### src/pkg/acs_consts.svh
`ifndef ACS_CONSTS_SVH
`define ACS_CONSTS_SVH
// =====================================================
// Timing figures and code limits
// =====================================================
`define ACS_CLK_HZ 100000000
`define ACS_CONV_60_MS 133
`define ACS_CONV_50_MS 160
`define ACS_CONV_60_CYC ((`ACS_CONV_60_MS * 64'd100000000) / 64'd1000)
`define ACS_CONV_50_CYC ((`ACS_CONV_50_MS * 64'd100000000) / 64'd1000)
`define ACS_EXT_CONV_PERIODS 20510
`define ACS_DOUT_SCK_MAX 32
`define ACS_DOUT_INT_US 1670
`define ACS_DOUT_INT_CYC ((`ACS_DOUT_INT_US * 64'd100000000) / 64'd1000000)
`define ACS_DOUT_EXT_PERIODS 256
`define ACS_EXT_MIN_HZ 2560
`define ACS_EXT_GAP_CYC (64'd100000000 / `ACS_EXT_MIN_HZ)
`define ACS_CODE_HI 24'h11ffff
`define ACS_CODE_LO 24'hf00000
`define ACS_CHAN_RST 4'h0
`endif

### src/pkg/acs_pkg.sv
`default_nettype none
// =====================================================
// Types of the conversion sequencer
// =====================================================
package acs_pkg;
  typedef enum logic [1:0] {ACS_SLEEP, ACS_CONVERT, ACS_DOUT} acs_state_t;
  // Channel word: enable then three-bit code
  typedef struct packed {
    logic en;
    logic [2:0] code;
  } acs_chan_t;
endpackage : acs_pkg
`default_nettype wire

### src/design/acs_sequencer.sv
`include "acs_consts.svh"
`default_nettype none
module acs_sequencer #(
  parameter int unsigned NUM_CHAN = 8,
  parameter longint unsigned CONV_60_CYC = `ACS_CONV_60_CYC,
  parameter longint unsigned CONV_50_CYC = `ACS_CONV_50_CYC,
  parameter longint unsigned DOUT_INT_CYC = `ACS_DOUT_INT_CYC,
  parameter longint unsigned EXT_GAP_CYC = `ACS_EXT_GAP_CYC
) (
  // Clock and reset
  input wire logic sys_clk_i,
  input wire logic reset_n_i,
  input wire logic clk_en_i,
  // Serial side
  input wire logic converter_select_n_i,
  input wire logic sck_i,
  input wire logic int_sck_mode_i,
  input wire logic mux_select_n_i,
  input wire logic mux_clk_i,
  input wire logic mux_din_i,
  input wire logic rate_select_clock_in_i,
  // Raw result from modulator, signed 24 bit scaled
  input wire logic [23:0] raw_result_i,
  // Status and outputs
  output logic [1:0] state_o,
  output logic [7:0] mux_analog_out_o,
  output logic ext_clk_mode_o,
  output logic notch_50_o,
  output logic [23:0] result_o,
  output logic eoc_n_o
);
  // =====================================================
  // Elaboration check
  // =====================================================
  if (NUM_CHAN != 4 && NUM_CHAN != 8) begin : g_chk
    $error("NUM_CHAN must be 4 or 8");
  end
  // Counters are 32 bits wide, so longer spans cannot be served
  if (CONV_60_CYC > 64'h00000000ffffffff || CONV_50_CYC > 64'h00000000ffffffff ||
      DOUT_INT_CYC > 64'h00000000ffffffff || EXT_GAP_CYC > 64'h00000000ffffffff) begin : g_wide
    $error("cycle counts must fit the 32-bit counters");
  end

  acs_pkg::acs_state_t state_r, state_nxt;
  acs_pkg::acs_chan_t shift_r, shift_nxt, chan_r, chan_nxt, conv_chan_r, conv_chan_nxt;
  logic [31:0] cnt_r, cnt_nxt;
  logic [31:0] gap_r, gap_nxt;
  logic [5:0] sck_cnt_r, sck_cnt_nxt;
  logic sck_q_r, mclk_q_r, msel_q_r, rs_q_r, cs_q_r;
  logic ext_r, ext_nxt, n50_r, n50_nxt;
  logic [23:0] res_r, res_nxt;
  logic [7:0] mux_r, mux_nxt;
  logic sck_rise, mclk_rise, msel_fall, rs_edge, rs_rise, cs_rise;
  logic [31:0] conv_len;
  logic eoc_n_r, eoc_n_nxt;
  logic prime_r; // Low until the edge samplers hold a real pin level

  // =====================================================
  // Edge detection, inputs taken as synchronous
  // =====================================================
  // Gated by prime_r: a pin parked high through reset must not look like an edge
  assign sck_rise = prime_r & sck_i & ~sck_q_r;
  assign mclk_rise = prime_r & mux_clk_i & ~mclk_q_r;
  assign msel_fall = prime_r & ~mux_select_n_i & msel_q_r;
  assign rs_edge = prime_r & (rate_select_clock_in_i ^ rs_q_r);
  assign rs_rise = prime_r & rate_select_clock_in_i & ~rs_q_r;
  assign cs_rise = prime_r & converter_select_n_i & ~cs_q_r;
  // Notch followed live; a change mid-conversion spoils only that conversion
  assign conv_len = n50_r ? 32'(CONV_50_CYC) : 32'(CONV_60_CYC);

  // Clock source and notch detection
  always_comb begin
    gap_nxt = gap_r;
    ext_nxt = ext_r;
    n50_nxt = n50_r;
    if (rs_edge) begin
      gap_nxt = '0;
      ext_nxt = 1'b1;
    end else if (gap_r >= 32'(EXT_GAP_CYC)) begin
      ext_nxt = 1'b0;
      n50_nxt = rate_select_clock_in_i;
    end else begin
      gap_nxt = gap_r + 32'h1;
    end
  end

  // Mux shifter: select high shifts, fall applies
  always_comb begin
    shift_nxt = shift_r;
    chan_nxt = chan_r;
    if (mux_select_n_i && mclk_rise) begin
      shift_nxt = {shift_r[2:0], mux_din_i};
    end
    if (msel_fall && shift_r.en) begin
      chan_nxt = shift_r;
    end
    mux_nxt = '0;
    if (chan_r.en && (32'(chan_r.code) < NUM_CHAN)) begin
      mux_nxt[chan_r.code] = 1'b1;
    end
  end

  // Conversion state machine
  always_comb begin
    state_nxt = state_r;
    cnt_nxt = cnt_r;
    sck_cnt_nxt = sck_cnt_r;
    conv_chan_nxt = conv_chan_r;
    res_nxt = res_r;
    case (state_r)
      acs_pkg::ACS_CONVERT: begin
        // External clock counts its own periods; internal counts system cycles
        if (!ext_r || rs_rise) begin
          cnt_nxt = cnt_r + 32'h1;
        end
        if ((ext_r && cnt_r >= 32'(`ACS_EXT_CONV_PERIODS)) ||
            (!ext_r && cnt_r >= conv_len)) begin
          state_nxt = acs_pkg::ACS_SLEEP;
          if ($signed(raw_result_i) > $signed(`ACS_CODE_HI)) begin
            res_nxt = `ACS_CODE_HI;
          end else if ($signed(raw_result_i) < $signed(`ACS_CODE_LO)) begin
            res_nxt = `ACS_CODE_LO;
          end else begin
            res_nxt = raw_result_i;
          end
        end
      end
      acs_pkg::ACS_SLEEP: begin
        // Result held; the mux shifter is not gated by state, so programming works in every state
        if (!converter_select_n_i && sck_rise) begin
          state_nxt = acs_pkg::ACS_DOUT;
          sck_cnt_nxt = 6'h1;
          cnt_nxt = '0;
        end
      end
      acs_pkg::ACS_DOUT: begin
        if (sck_rise) begin
          sck_cnt_nxt = sck_cnt_r + 6'h1;
        end
        if (int_sck_mode_i && (!ext_r || rs_rise)) begin
          cnt_nxt = cnt_r + 32'h1;
        end
        if (cs_rise || sck_cnt_r >= 6'(`ACS_DOUT_SCK_MAX) ||
            (int_sck_mode_i && !ext_r && cnt_r >= 32'(DOUT_INT_CYC)) ||
            (int_sck_mode_i && ext_r && cnt_r >= 32'(`ACS_DOUT_EXT_PERIODS))) begin
          state_nxt = acs_pkg::ACS_CONVERT;
          conv_chan_nxt = chan_r;
          cnt_nxt = '0;
        end
      end
      default: state_nxt = acs_pkg::ACS_CONVERT;
    endcase
    // Busy flag registered so the output comes straight from a flip-flop
    eoc_n_nxt = (state_nxt == acs_pkg::ACS_CONVERT);
  end

  // Registers, frozen while clock enable is low
  always_ff @(posedge sys_clk_i or negedge reset_n_i) begin
    if (!reset_n_i) begin
      state_r <= acs_pkg::ACS_CONVERT;
      cnt_r <= '0;
      gap_r <= '0;
      sck_cnt_r <= '0;
      shift_r <= `ACS_CHAN_RST;
      chan_r <= `ACS_CHAN_RST;
      conv_chan_r <= `ACS_CHAN_RST;
      mux_r <= '0;
      res_r <= '0;
      ext_r <= 1'b0;
      n50_r <= 1'b0;
      sck_q_r <= 1'b0;
      mclk_q_r <= 1'b0;
      msel_q_r <= 1'b0;
      rs_q_r <= 1'b0;
      cs_q_r <= 1'b1;
      eoc_n_r <= 1'b1;
      prime_r <= 1'b0;
    end else if (clk_en_i) begin
      state_r <= state_nxt;
      cnt_r <= cnt_nxt;
      gap_r <= gap_nxt;
      sck_cnt_r <= sck_cnt_nxt;
      shift_r <= shift_nxt;
      chan_r <= chan_nxt;
      conv_chan_r <= conv_chan_nxt;
      mux_r <= mux_nxt;
      res_r <= res_nxt;
      ext_r <= ext_nxt;
      n50_r <= n50_nxt;
      sck_q_r <= sck_i;
      mclk_q_r <= mux_clk_i;
      msel_q_r <= mux_select_n_i;
      rs_q_r <= rate_select_clock_in_i;
      cs_q_r <= converter_select_n_i;
      eoc_n_r <= eoc_n_nxt;
      prime_r <= 1'b1;
    end
  end

  // Outputs straight from flip-flops
  assign state_o = state_r;
  assign mux_analog_out_o = mux_r;
  assign ext_clk_mode_o = ext_r;
  assign notch_50_o = n50_r;
  assign result_o = res_r;
  assign eoc_n_o = eoc_n_r;

  // =====================================================
  // Assertions
  // =====================================================
  a_clamp_high: assert property (@(posedge sys_clk_i) disable iff (!reset_n_i)
    $signed(res_r) <= $signed(`ACS_CODE_HI)) else $error("result above clamp");
  a_clamp_low: assert property (@(posedge sys_clk_i) disable iff (!reset_n_i)
    $signed(res_r) >= $signed(`ACS_CODE_LO)) else $error("result below clamp");
  a_mux_shift: assert property (@(posedge sys_clk_i) disable iff (!reset_n_i)
    clk_en_i && mux_select_n_i && mclk_rise |=> shift_r[0] == $past(mux_din_i))
    else $error("mux bit not shifted");
  a_mux_apply: assert property (@(posedge sys_clk_i) disable iff (!reset_n_i)
    clk_en_i && msel_fall && shift_r.en |=> chan_r == $past(shift_r))
    else $error("channel not applied");
  a_mux_hold: assert property (@(posedge sys_clk_i) disable iff (!reset_n_i)
    clk_en_i && !msel_fall |=> chan_r == $past(chan_r))
    else $error("channel changed without select fall");
  a_all_off: assert property (@(posedge sys_clk_i) disable iff (!reset_n_i)
    clk_en_i && !chan_r.en |=> mux_r == 8'h00) else $error("channel on while off");
  a_sleep_hold: assert property (@(posedge sys_clk_i) disable iff (!reset_n_i)
    clk_en_i && state_r == acs_pkg::ACS_SLEEP && !sck_rise |=>
    state_r == acs_pkg::ACS_SLEEP) else $error("left sleep early");
  a_result_held: assert property (@(posedge sys_clk_i) disable iff (!reset_n_i)
    state_r == acs_pkg::ACS_SLEEP |=> $stable(res_r)) else $error("result changed");
  a_new_chan: assert property (@(posedge sys_clk_i) disable iff (!reset_n_i)
    clk_en_i && state_r == acs_pkg::ACS_DOUT && state_nxt == acs_pkg::ACS_CONVERT |=>
    conv_chan_r == $past(chan_r)) else $error("conversion channel stale");
  a_dout_limit: assert property (@(posedge sys_clk_i) disable iff (!reset_n_i)
    sck_cnt_r <= 6'(`ACS_DOUT_SCK_MAX) + 6'h1) else $error("data output too long");
  c_conv_done: cover property (@(posedge sys_clk_i) disable iff (!reset_n_i)
    state_r == acs_pkg::ACS_CONVERT ##1 state_r == acs_pkg::ACS_SLEEP);
  c_dout: cover property (@(posedge sys_clk_i) disable iff (!reset_n_i)
    state_r == acs_pkg::ACS_DOUT);
  c_ext: cover property (@(posedge sys_clk_i) disable iff (!reset_n_i) ext_r);
  c_dout_abort: cover property (@(posedge sys_clk_i) disable iff (!reset_n_i)
    clk_en_i && state_r == acs_pkg::ACS_DOUT && cs_rise);
endmodule : acs_sequencer
`default_nettype wire

### config.mk
export PLATFORM = sky130hd
export DESIGN_NAME = acs_sequencer
export DESIGN_NICKNAME = d
export VERILOG_FILES = /design/src/pkg/acs_pkg.sv /design/src/design/acs_sequencer.sv
export VERILOG_INCLUDE_DIRS = /design/src /design/src/pkg
export SDC_FILE = /design/constraint.sdc
export NUM_CORES = 1
export LEC_CHECK = 0
export ABC_AREA = 1
export CAP_MARGIN = 30
export CORE_AREA = 2 2 125 97
export CTS_BUF_LIST = sky130_fd_sc_hd__clkbuf_2 sky130_fd_sc_hd__clkbuf_4 sky130_fd_sc_hd__clkbuf_8
export DETAILED_ROUTE_END_ITERATION = 6
export DIE_AREA = 0 0 127 99
export DONT_BUFFER_PORTS = 1
export GPL_ROUTABILITY_DRIVEN = 0
export PLACE_DENSITY = 0.82
export RECOVER_POWER = 25
export SLEW_MARGIN = 0
export SYNTH_ARGS = -nofsm -noshare
export SYNTH_HDL_FRONTEND = slang
export SYNTH_SLANG_ARGS = --single-unit
### constraint.sdc
create_clock -name sys_clk_i -period 2.9 [get_ports sys_clk_i]
set_input_delay 0.435 -clock sys_clk_i [delete_from_list [all_inputs] [get_ports sys_clk_i]]
set_output_delay 0.435 -clock sys_clk_i [all_outputs]
set_load 0.1 [all_outputs]
# Word-level counts from Yosys, hierarchy flattened
# Cells that the tools add are included.
[totals]
input_bits = 34
register_bits = 121
[op_classes]
add_sub_neg = 3
n_lt_le_gt_ge = 10
muxes = 22
bitwise_logic = 18
eq_ne = 8
reduce_logical = 30
[op_table]
columns = ["op", "n"]
rows = [
  ["32-bit 2-to-1 mux", 6],
  ["32-bit case mux with 3 select lines", 1],
  ["32-bit by 1-bit adder with 32-bit output, second input constant", 2],
  ["24-bit 2-to-1 mux", 2],
  ["32-bit by 15-bit >= comparator with 1-bit output, second input constant", 1],
  ["32-bit by 16-bit >= comparator with 1-bit output, second input constant", 1],
  ["32-bit by 18-bit >= comparator with 1-bit output, second input constant", 1],
  ["32-bit by 24-bit >= comparator with 1-bit output", 1],
  ["32-bit by 9-bit >= comparator with 1-bit output, second input constant", 1],
  ["24-bit by 22-bit greater-than comparator with 1-bit output, second input constant", 1],
  ["24-bit by 21-bit less-than comparator with 1-bit output, second input constant", 1],
  ["22-bit 2-to-1 mux", 1],
  ["6-bit 2-to-1 mux", 2],
  ["6-bit case mux with 2 select lines", 1],
  ["1-bit AND", 11],
  ["1-bit logical AND", 11],
  ["8-bit 2-to-1 mux", 1],
  ["2-bit inequality test, second input constant", 4],
  ["2-bit AND reduction", 4],
  ["6-bit by 1-bit adder with 6-bit output, second input constant", 1],
  ["6-bit >= comparator, second input constant", 1],
  ["2-bit 2-to-1 mux", 3],
  ["1-bit NOT", 6],
  ["2-bit case mux with 3 select lines", 1],
  ["16 further kinds", 26],
]

# Longest topological paths before layout
# Gate-level depths: netlist of the first run.
[logic_depth]
word_depth = 8
mapped_depth = 15
depth_no_buf = 15

# Worst setup path after synthesis of the first run
# Ideal clock, no wire load.
[synth_path]
path_kind = "register to register"
startpoint = "register n50_r, in the netlist notch_50_o"
endpoint = "register res_r[10], in the netlist result_o[10]"
period_less_slack_ns = 2.813
arrival_time_ns = 2.730
slack_ns = 0.087
path_stages_with_launch = 15
setup_ns = 0.083
cell_sequence = "dfrtp_1 > inv_1 > ha_1 > or2_2 > nor2_1 > nand2_1 > nand2_1 > nand2_1 > nand2_1 > nand2_1 > nand3_1 > buf_2 > buf_2 > nand2_1 > o21ai_0"
[synth_between]
elab_chain_cells = 5
[synth_rtl]
columns = ["element", "line_no", "text"]
rows = [
  ["from (decl)", "acs_sequencer.sv:50", "logic ext_r, ext_nxt, n50_r, n50_nxt;"],
  ["from (signal assigned)", "acs_sequencer.sv:189", "n50_r <= n50_nxt;"],
  ["22-bit 2-to-1 mux", "acs_sequencer.sv:69", "assign conv_len = n50_r ? 32'(CONV_50_CYC) : 32'(CONV_60_CYC);"],
  ["32-bit by 24-bit >= comparator with 1-bit output", "acs_sequencer.sv:117", "(!ext_r && cnt_r >= conv_len)) begin"],
  ["1-bit logical AND", "acs_sequencer.sv:117", ""],
  ["1-bit logical OR", "acs_sequencer.sv:116", "if ((ext_r && cnt_r >= 32'(`ACS_EXT_CONV_PERIODS)) ||"],
  ["3-bit AND reduction (no source line)", "-", ""],
  ["to (signal assigned)", "acs_sequencer.sv:187", "res_r <= res_nxt;"],
  ["to (decl)", "acs_sequencer.sv:51", "logic [23:0] res_r, res_nxt;"],
]
# Every way passes these cells.
# A chain may end at the register's enable or synchronous reset.

# Worst setup path after layout of the first run
[layout_path]
startpoint = "register n50_r, in the netlist notch_50_o"
endpoint = "register res_r[7], in the netlist result_o[7]"
# Same word-level chain as after synthesis.

==> run metrics, run 1 <==
largest net degree at the start of global routing=122; Worst-Margin Slew=928 ps; Core Area=11300 um^2; failing checks=hold timing; period utilization=83.9%; Initial Util=66.0%; DP Cell Count=1222; first-pass GRT wire length=31500 um; IO Pins=71; synth unique cells=33; initial antenna violation count=0; row cnt=34; combinational fraction of design power=18.6%; CP Launch Type=flop; CP max FO=48; max frequency=411 MHz; final wirelength=18400 um; Lkg Pwr=4.15 nW; Yosys top cell area share=39.6%; WS Path Type=flop to flop; Tightest Hold Check Type=input pin to asynchronous set/reset pin; Worst EP arrival=2810 ps; P_sw=3.23 mW; syn_nets=1154; FF-to-FF Start=notch_50_o$_DFFE_PN0P_; Synth Instances=1102; Post-DP HPWL=12500 um; final hold violation count=121; skew final=19.4 ps; syn_area_per_cell=6.77 um^2; Clock power frac=27.3%; Yosys warning count=0; number of buffers created by CTS=17; Worst R2R Setup Slack=470 ps; post-synthesis sequential area ratio=40.6%; CP Data Required Time=3270 ps; Reg power frac=54.1%; WL per Instance=14.7 um; Bufs on Longest Clock Path=2; Critical-path top delay cell=dfrtp_1; leading post-synthesis cells by cell area=dfrtp_1, nand2_1, nor2_1; DRC=0; ANT nets after route=0; slowest stage delay, CP=540 ps; fin nets=1149; Max VDD drop=1.07 mV; worst setup path startpoint=notch_50_o$_DFFE_PN0P_; FF+latch count, synth=121; Layout Area Growth over Synthesis=7.41%; commonest cells after routing, fill and taps aside=nand2_1, nor2_1, inv_1, dfrtp_1, o21ai_0; drt pass-1 iters=7; Clock Pin Slew Worst Setup and Hold Paths=90 ps; synthesized cell area=7460 um^2; CTS tree=yes; crit-path cells=inv_1, ha_1, nand2_1, nand2_1, nand2_1, nand2_1, nor2_1, nand2_1, nand2_1, nand2_1, nand3_1, buf_4, nand2_1, o21ai_0; Yosys top cell by area=dfrtp_1; Worst Setup End Kind=flop; slew margin rel.=38.1%; vias=7050; most common cell after layout, fill and taps aside=nand2_1; Final Max Slew Viols=0; Fin Setup TNS=0 ps; H-tree depth=4; Die Area=12600 um^2; IO buf count=0; Reg2Reg Depth=14; ys flop type=dfrtp_1; Chip Height=99 um; Root Buffer=clkbuf_8; die width=127 um; Setup violations, final=0; number of flops mapped to enable cells by yosys=0; Clock Sinks=121; total track usage=30.9%; internal power=3.27 mW; Worst setup endpoint=result_o[7]$_DFFE_PN0P_; RSZ-0062 raised after global routing=no; Synth async-reset ratio=100%; number of max-cap violations=0; r2r endpoint=result_o[7]$_DFFE_PN0P_; status=finished, violations left; violation count after the first detailed-route iteration=730; Cell Count, Final, Fillers Out=1254; vias per std cell=5.62; n_diodes=0; vias in the first global route=6632; cell mode on critical path=nand2_1; Switching Share=49.7%; GRT overflow=0; Tmin final=2430 ps; Setup Buffers After CTS=0; ratio of cells with drive above 1 in the final layout=5.95%; P per Cell Area=811 nW/um^2; Worst-Skew Late Latency=460 ps; post-cts resize count=0; WHS=-337 ps
Yosys cell counts, types with 3 or more instances:
| cell type | instances |
|---|---|
| clkbuf_1 | 14 |
| nand3_1 | 51 |
| nand4_1 | 43 |
| nand2_1 | 412 |
| dfstp_2 | 3 |
| nor2_2 | 4 |
| a21oi_1 | 26 |
| nor2_1 | 148 |
| or2_2 | 3 |
| xnor2_1 | 6 |
| inv_1 | 118 |
| xor2_1 | 22 |
| ha_1 | 18 |
| o21ai_0 | 63 |
| clkinv_1 | 3 |
| buf_2 | 22 |
| dfrtp_1 | 118 |
| nor3_1 | 11 |
| buf_6 | 3 |
area by class of cell:
class                           instances  area, um^2
Tap cell                              144         180
Clock buffer                           18         241
Multi-Input combinational cell        820        3780
Sequential cell                       121        3030
Clock inverter                         14         213
Inverter                              122         458
Timing Repair Buffer                   15         113
Fill cell                             959        3300
kinds of logic after synthesis:
| logic type | synth area share, % |
|---|---|
| xor+xnor | 3.29 |
| simple gates | 37.4 |
| mux | 0.151 |
| flops | 40.6 |
| fa+ha+maj | 3.02 |
| buf+inv | 8.77 |
| compound gates | 6.76 |
worst min-delay path by stage:
stage,startpoint,end,cells after the start
6_report,reset_n_i,shift_r[1]$_DFFE_PN0P_,0
5_1_grt,reset_n_i,sck_cnt_r[4]$_DFFE_PN0P_,0
4_1_cts,reset_n_i,notch_50_o$_DFFE_PN0P_,0
3_5_place_dp,reset_n_i,shift_r[1]$_DFFE_PN0P_,0
3_3_place_gp,reset_n_i,shift_r[1]$_DFFE_PN0P_,0
2_1_floorplan,reset_n_i,chan_r[0]$_DFFE_PN0P_,0
flip-flops by register name, summed over array words and instances, names as in the netlist:
register,flops
msel_q_r,1
state_o,2
sck_q_r,1
mclk_q_r,1
cs_q_r,1
mux_analog_out_o,8
prime_r,1
sck_cnt_r,6
ext_clk_mode_o,1
shift_r,4
rs_q_r,1
chan_r,4
gap_r,32
eoc_n_o,1
result_o,24
cnt_r,32
notch_50_o,1
power groups by stage:
stage / clock (mW) / combinational [mW] / sequential (mW)
3_5_place_dp: 0 / 1.20 / 3.54
2_1_floorplan: 0 / 0.827 / 3.60
3_3_place_gp: 0 / 1.15 / 3.54
6_report: 1.77 / 1.21 / 3.52
4_1_cts: 1.79 / 1.20 / 3.51
5_1_grt: 1.87 / 1.36 / 3.55
through the flow:
step	power (mW)	setup slack (ps)	hold WS (ps)	instance area (um^2)	utilization, %
2_1_floorplan	4.43	87.0	139	7460	-
3_3_place_gp	4.69	670	141	7560	66.8
3_5_place_dp	4.73	524	141	7560	66.8
4_1_cts	6.50	513	-350	8020	70.9
5_1_grt	6.78	236	-360	8020	70.9
6_report	6.50	465	-337	8020	70.9
per-layer routing:
metal,wire [um],GRT usage (%),vias to the layer above
met4,257,8.11,0
met2,8160,47.6,308
met3,1640,7.27,36
li1,-,-,3436
met5,0,0,-
met1,8320,44.3,3270
worst max-delay path: cells and delay by family, from the launching register on:
family          cells  cell delay [ps]
simple gates       10              800
flops               1              540
buf+inv             2              530
fa+ha+maj           1              340
compound gates      1              120
(Power assumes the default switching activity.)
==> run 2, diff against run 1 <==
--- a/config.mk
+++ b/config.mk
@@ -8,13 +8,13 @@
 export LEC_CHECK = 0
 export ABC_AREA = 1
 export CAP_MARGIN = 30
-export CORE_AREA = 2 2 125 97
+export CORE_AREA = 2 2 132 102
 export CTS_BUF_LIST = sky130_fd_sc_hd__clkbuf_2 sky130_fd_sc_hd__clkbuf_4 sky130_fd_sc_hd__clkbuf_8
 export DETAILED_ROUTE_END_ITERATION = 6
-export DIE_AREA = 0 0 127 99
+export DIE_AREA = 0 0 134 104
 export DONT_BUFFER_PORTS = 1
 export GPL_ROUTABILITY_DRIVEN = 0
-export PLACE_DENSITY = 0.82
+export PLACE_DENSITY = 0.78
 export RECOVER_POWER = 25
 export SLEW_MARGIN = 0
 export SYNTH_ARGS = -nofsm -noshare
==> constraint.sdc (replaced) <==
create_clock -name sys_clk_i -period 2.1 [get_ports sys_clk_i]
set_input_delay 0.315 -clock sys_clk_i [delete_from_list [all_inputs] [get_ports sys_clk_i]]
set_output_delay 0.315 -clock sys_clk_i [all_outputs]
set_load 0.1 [all_outputs]
==> run 2 against run 1 <==
- the flow finishes with violations (hold timing, setup timing)
- worst setup slack worse by 540 ps
- non-clock buffer count is 82 higher
- largest power group is now combinational logic
- core utilization is 0.11 points higher
- global-route usage is 2.5 points lower
- highest routed layer unchanged
- cell area is 12% higher
- clock skew is 4.8 ps higher
- register-to-register slack worse by 540 ps
- via count is 4.5% higher
- hold slack worse by 120 ps
- sequential share of layout area is 3.9 points lower
==> run metrics, run 2 (synthesized netlist as in run 1, its figures left out) <==
Critical-path top delay cell=dfrtp_4; WS Path Type=flop to flop; WHS=-453 ps (-115 ps); pre-CTS setup slack=114 ps (-409 ps); Worst EP arrival=2500 ps (-310 ps); ANT nets after route=0 (unchanged); GRT overflow=0 (unchanged); Core Area=12700 um^2 (+12%); cts-stage hold buffer count=10; CP Launch Type=flop; most common cell after layout, fill and taps aside=nand2_1; FF-to-FF Start=notch_50_o$_DFFE_PN0P_; slowest stage delay, CP=500 ps (-40 ps); Post-DP HPWL=13200 um (+5.9%); CP max FO=7 (-85%); commonest cells after routing, fill and taps aside=nand2_1, nor2_1, inv_1; Layout Area Growth over Synthesis=20.3%; largest net degree at the start of global routing=122 (unchanged); Worst Setup End Kind=flop; failing checks=hold timing, setup timing; row cnt=36 (+5.9%); Clock Pin Slew Worst Setup and Hold Paths=90 ps (about the same); n_diodes=0 (unchanged); Initial Util=59.0% (-7.0 points); violation count after the first detailed-route iteration=720 (-1.4%); H-tree depth=4 (unchanged); period utilization=104% (+20 points); slew margin rel.=61.3% (+23 points); worst setup path startpoint=notch_50_o$_DFFE_PN0P_; Worst Path Buf+Inv=2 (unchanged); drt pass-1 iters=5 (-2); Die Area=13900 um^2 (+11%); IO Pins=71 (unchanged); Worst R2R Setup Slack=-80 ps (-540 ps); number of max-cap violations=0 (unchanged); Tightest Hold Check Type=input pin to asynchronous set/reset pin; Top Family by Delay on Critical Path=simple AND/OR/NAND/NOR gates; Fin Setup TNS=-475 ps (-475 ps); die width=134 um (+5.5%); Lkg Pwr=4.62 nW (+11%); RSZ-0062 raised after global routing=yes; first-pass GRT wire length=31900 um (+1.4%); status=finished, violations left; CP Data Required Time=2430 ps (-840 ps); skew final=24.1 ps (+4.80 ps); crit-path cells=inv_6, ha_1, nand4_1, nor2_2, nand2_1, nor2_1, nor2_1, nand2_2, nand3_4, clkbuf_16, nand2_2, o21ai_1; Bufs on Longest Clock Path=2 (unchanged); final hold violation count=121 (unchanged); Worst-Margin Slew=580 ps (-348 ps); placed cell areas=8170 um^2 (+8.0%); Root Buffer=clkbuf_8; Reg2Reg Depth=12 (-2); r2r endpoint=result_o[10]$_DFFE_PN0P_; final wirelength=20500 um (+11%); Max VDD drop=1.36 mV (+26%); CTS tree=yes; total track usage=28.4% (-2.5 points); Setup violations, final=17 (+17); ratio of cells with drive above 1 in the final layout=15.7% (+9.7 points); Final Max Slew Viols=0 (unchanged); number of buffers created by CTS=17 (unchanged); final instance area=8980 um^2 (+12%); worst setup margin=-76.2 ps (-542 ps); total power=9.61 mW (+48%); P per Cell Area=1070 nW/um^2 (+32%); initial antenna violation count=0 (unchanged); IO buf count=0 (unchanged); Clock Sinks=121 (unchanged); DRC=0 (unchanged); vias=7365 (+4.5%); vias in the first global route=6679 (+0.71%); Tmin final=2180 ps (-258 ps); Chip Height=104 um (+5.1%); WL per Instance=15.0 um (+2.5%); vias per std cell=5.40 (-3.9%); max frequency=460 MHz (+12%); fin nets=1231 (+7.1%); Worst-Skew Late Latency=460 ps (about the same)
run 2: changes by cell type in the layout (fill, tap and decap cells not counted), sizes merged:
cell | previous run | this run
inv | 123 | 127
clkinvlp | 0 | 2
dlygate4sd3 | 0 | 10
clkinv | 9 | 5
buf | 15 | 84
bufinv | 4 | 2
clkbuf | 18 | 21
run 2: report_power, final:
group	switching [mW]	total (mW)	internal, mW
logic	3.33	4.34	1.01
registers	0.329	3.08	2.75
clock network	1.09	2.19	1.10
run 2: worst reg2reg max path, stage by stage (launching register included):
cell and delay (ps):
dfrtp_4 500, inv_6 70, ha_1 280, nand4_1 180, nor2_2 140, nand2_1 50
nor2_1 90, nor2_1 60, nand2_2 100, nand3_4 180, clkbuf_16 240, nand2_2 60
o21ai_1 90
run 2: what timing repair did:
action	in CTS	in global routing
pin swaps	0	7
endpoints found under the setup margin	1	59
resized for setup	1	73
gates cloned	0	6
hold endpoints to repair	132	121
setup buffers	0	4
run 2: stage by stage:
step / instances / util (%)
after floorplan: 1102 / -
after global placement: 1311 / 64.5
after detailed placement: 1311 / 64.5
after CTS: 1353 / 68.5
after global routing: 1363 / 71.0
final: 1363 / 71.0
run 2: per-layer routing:
| metal | track usage, % | vias up | routed length (um) |
|---|---|---|---|
| met3 | 8.04 | 43 | 1950 |
| met1 | 41.1 | 3402 | 8950 |
| met4 | 8.36 | 0 | 482 |
| met2 | 41.4 | 319 | 9090 |
| li1 | - | 3601 | - |
| met5 | 0 | - | 0 |
run 2: worst max path at each step:
stage	to	slack [ps]	depth (start not counted)
2_1_floorplan	result_o[10]$_DFFE_PN0P_	8	15
3_3_place_gp	result_o[17]$_DFFE_PN0P_	150	14
3_5_place_dp	result_o[10]$_DFFE_PN0P_	110	13
4_1_cts	result_o[14]$_DFFE_PN0P_	40	10
5_1_grt	result_o[6]$_DFFE_PN0P_	-180	12
6_report	result_o[10]$_DFFE_PN0P_	-80	12
run 2: cell type report:
type | instances | area (um^2)
fill | 968 | 3670
sequential | 121 | 3050
inverter | 122 | 463
clock inverter | 14 | 161
multi-input combinational | 820 | 3970
clock buffer | 18 | 241
timing repair buffer | 97 | 887
tap | 171 | 214
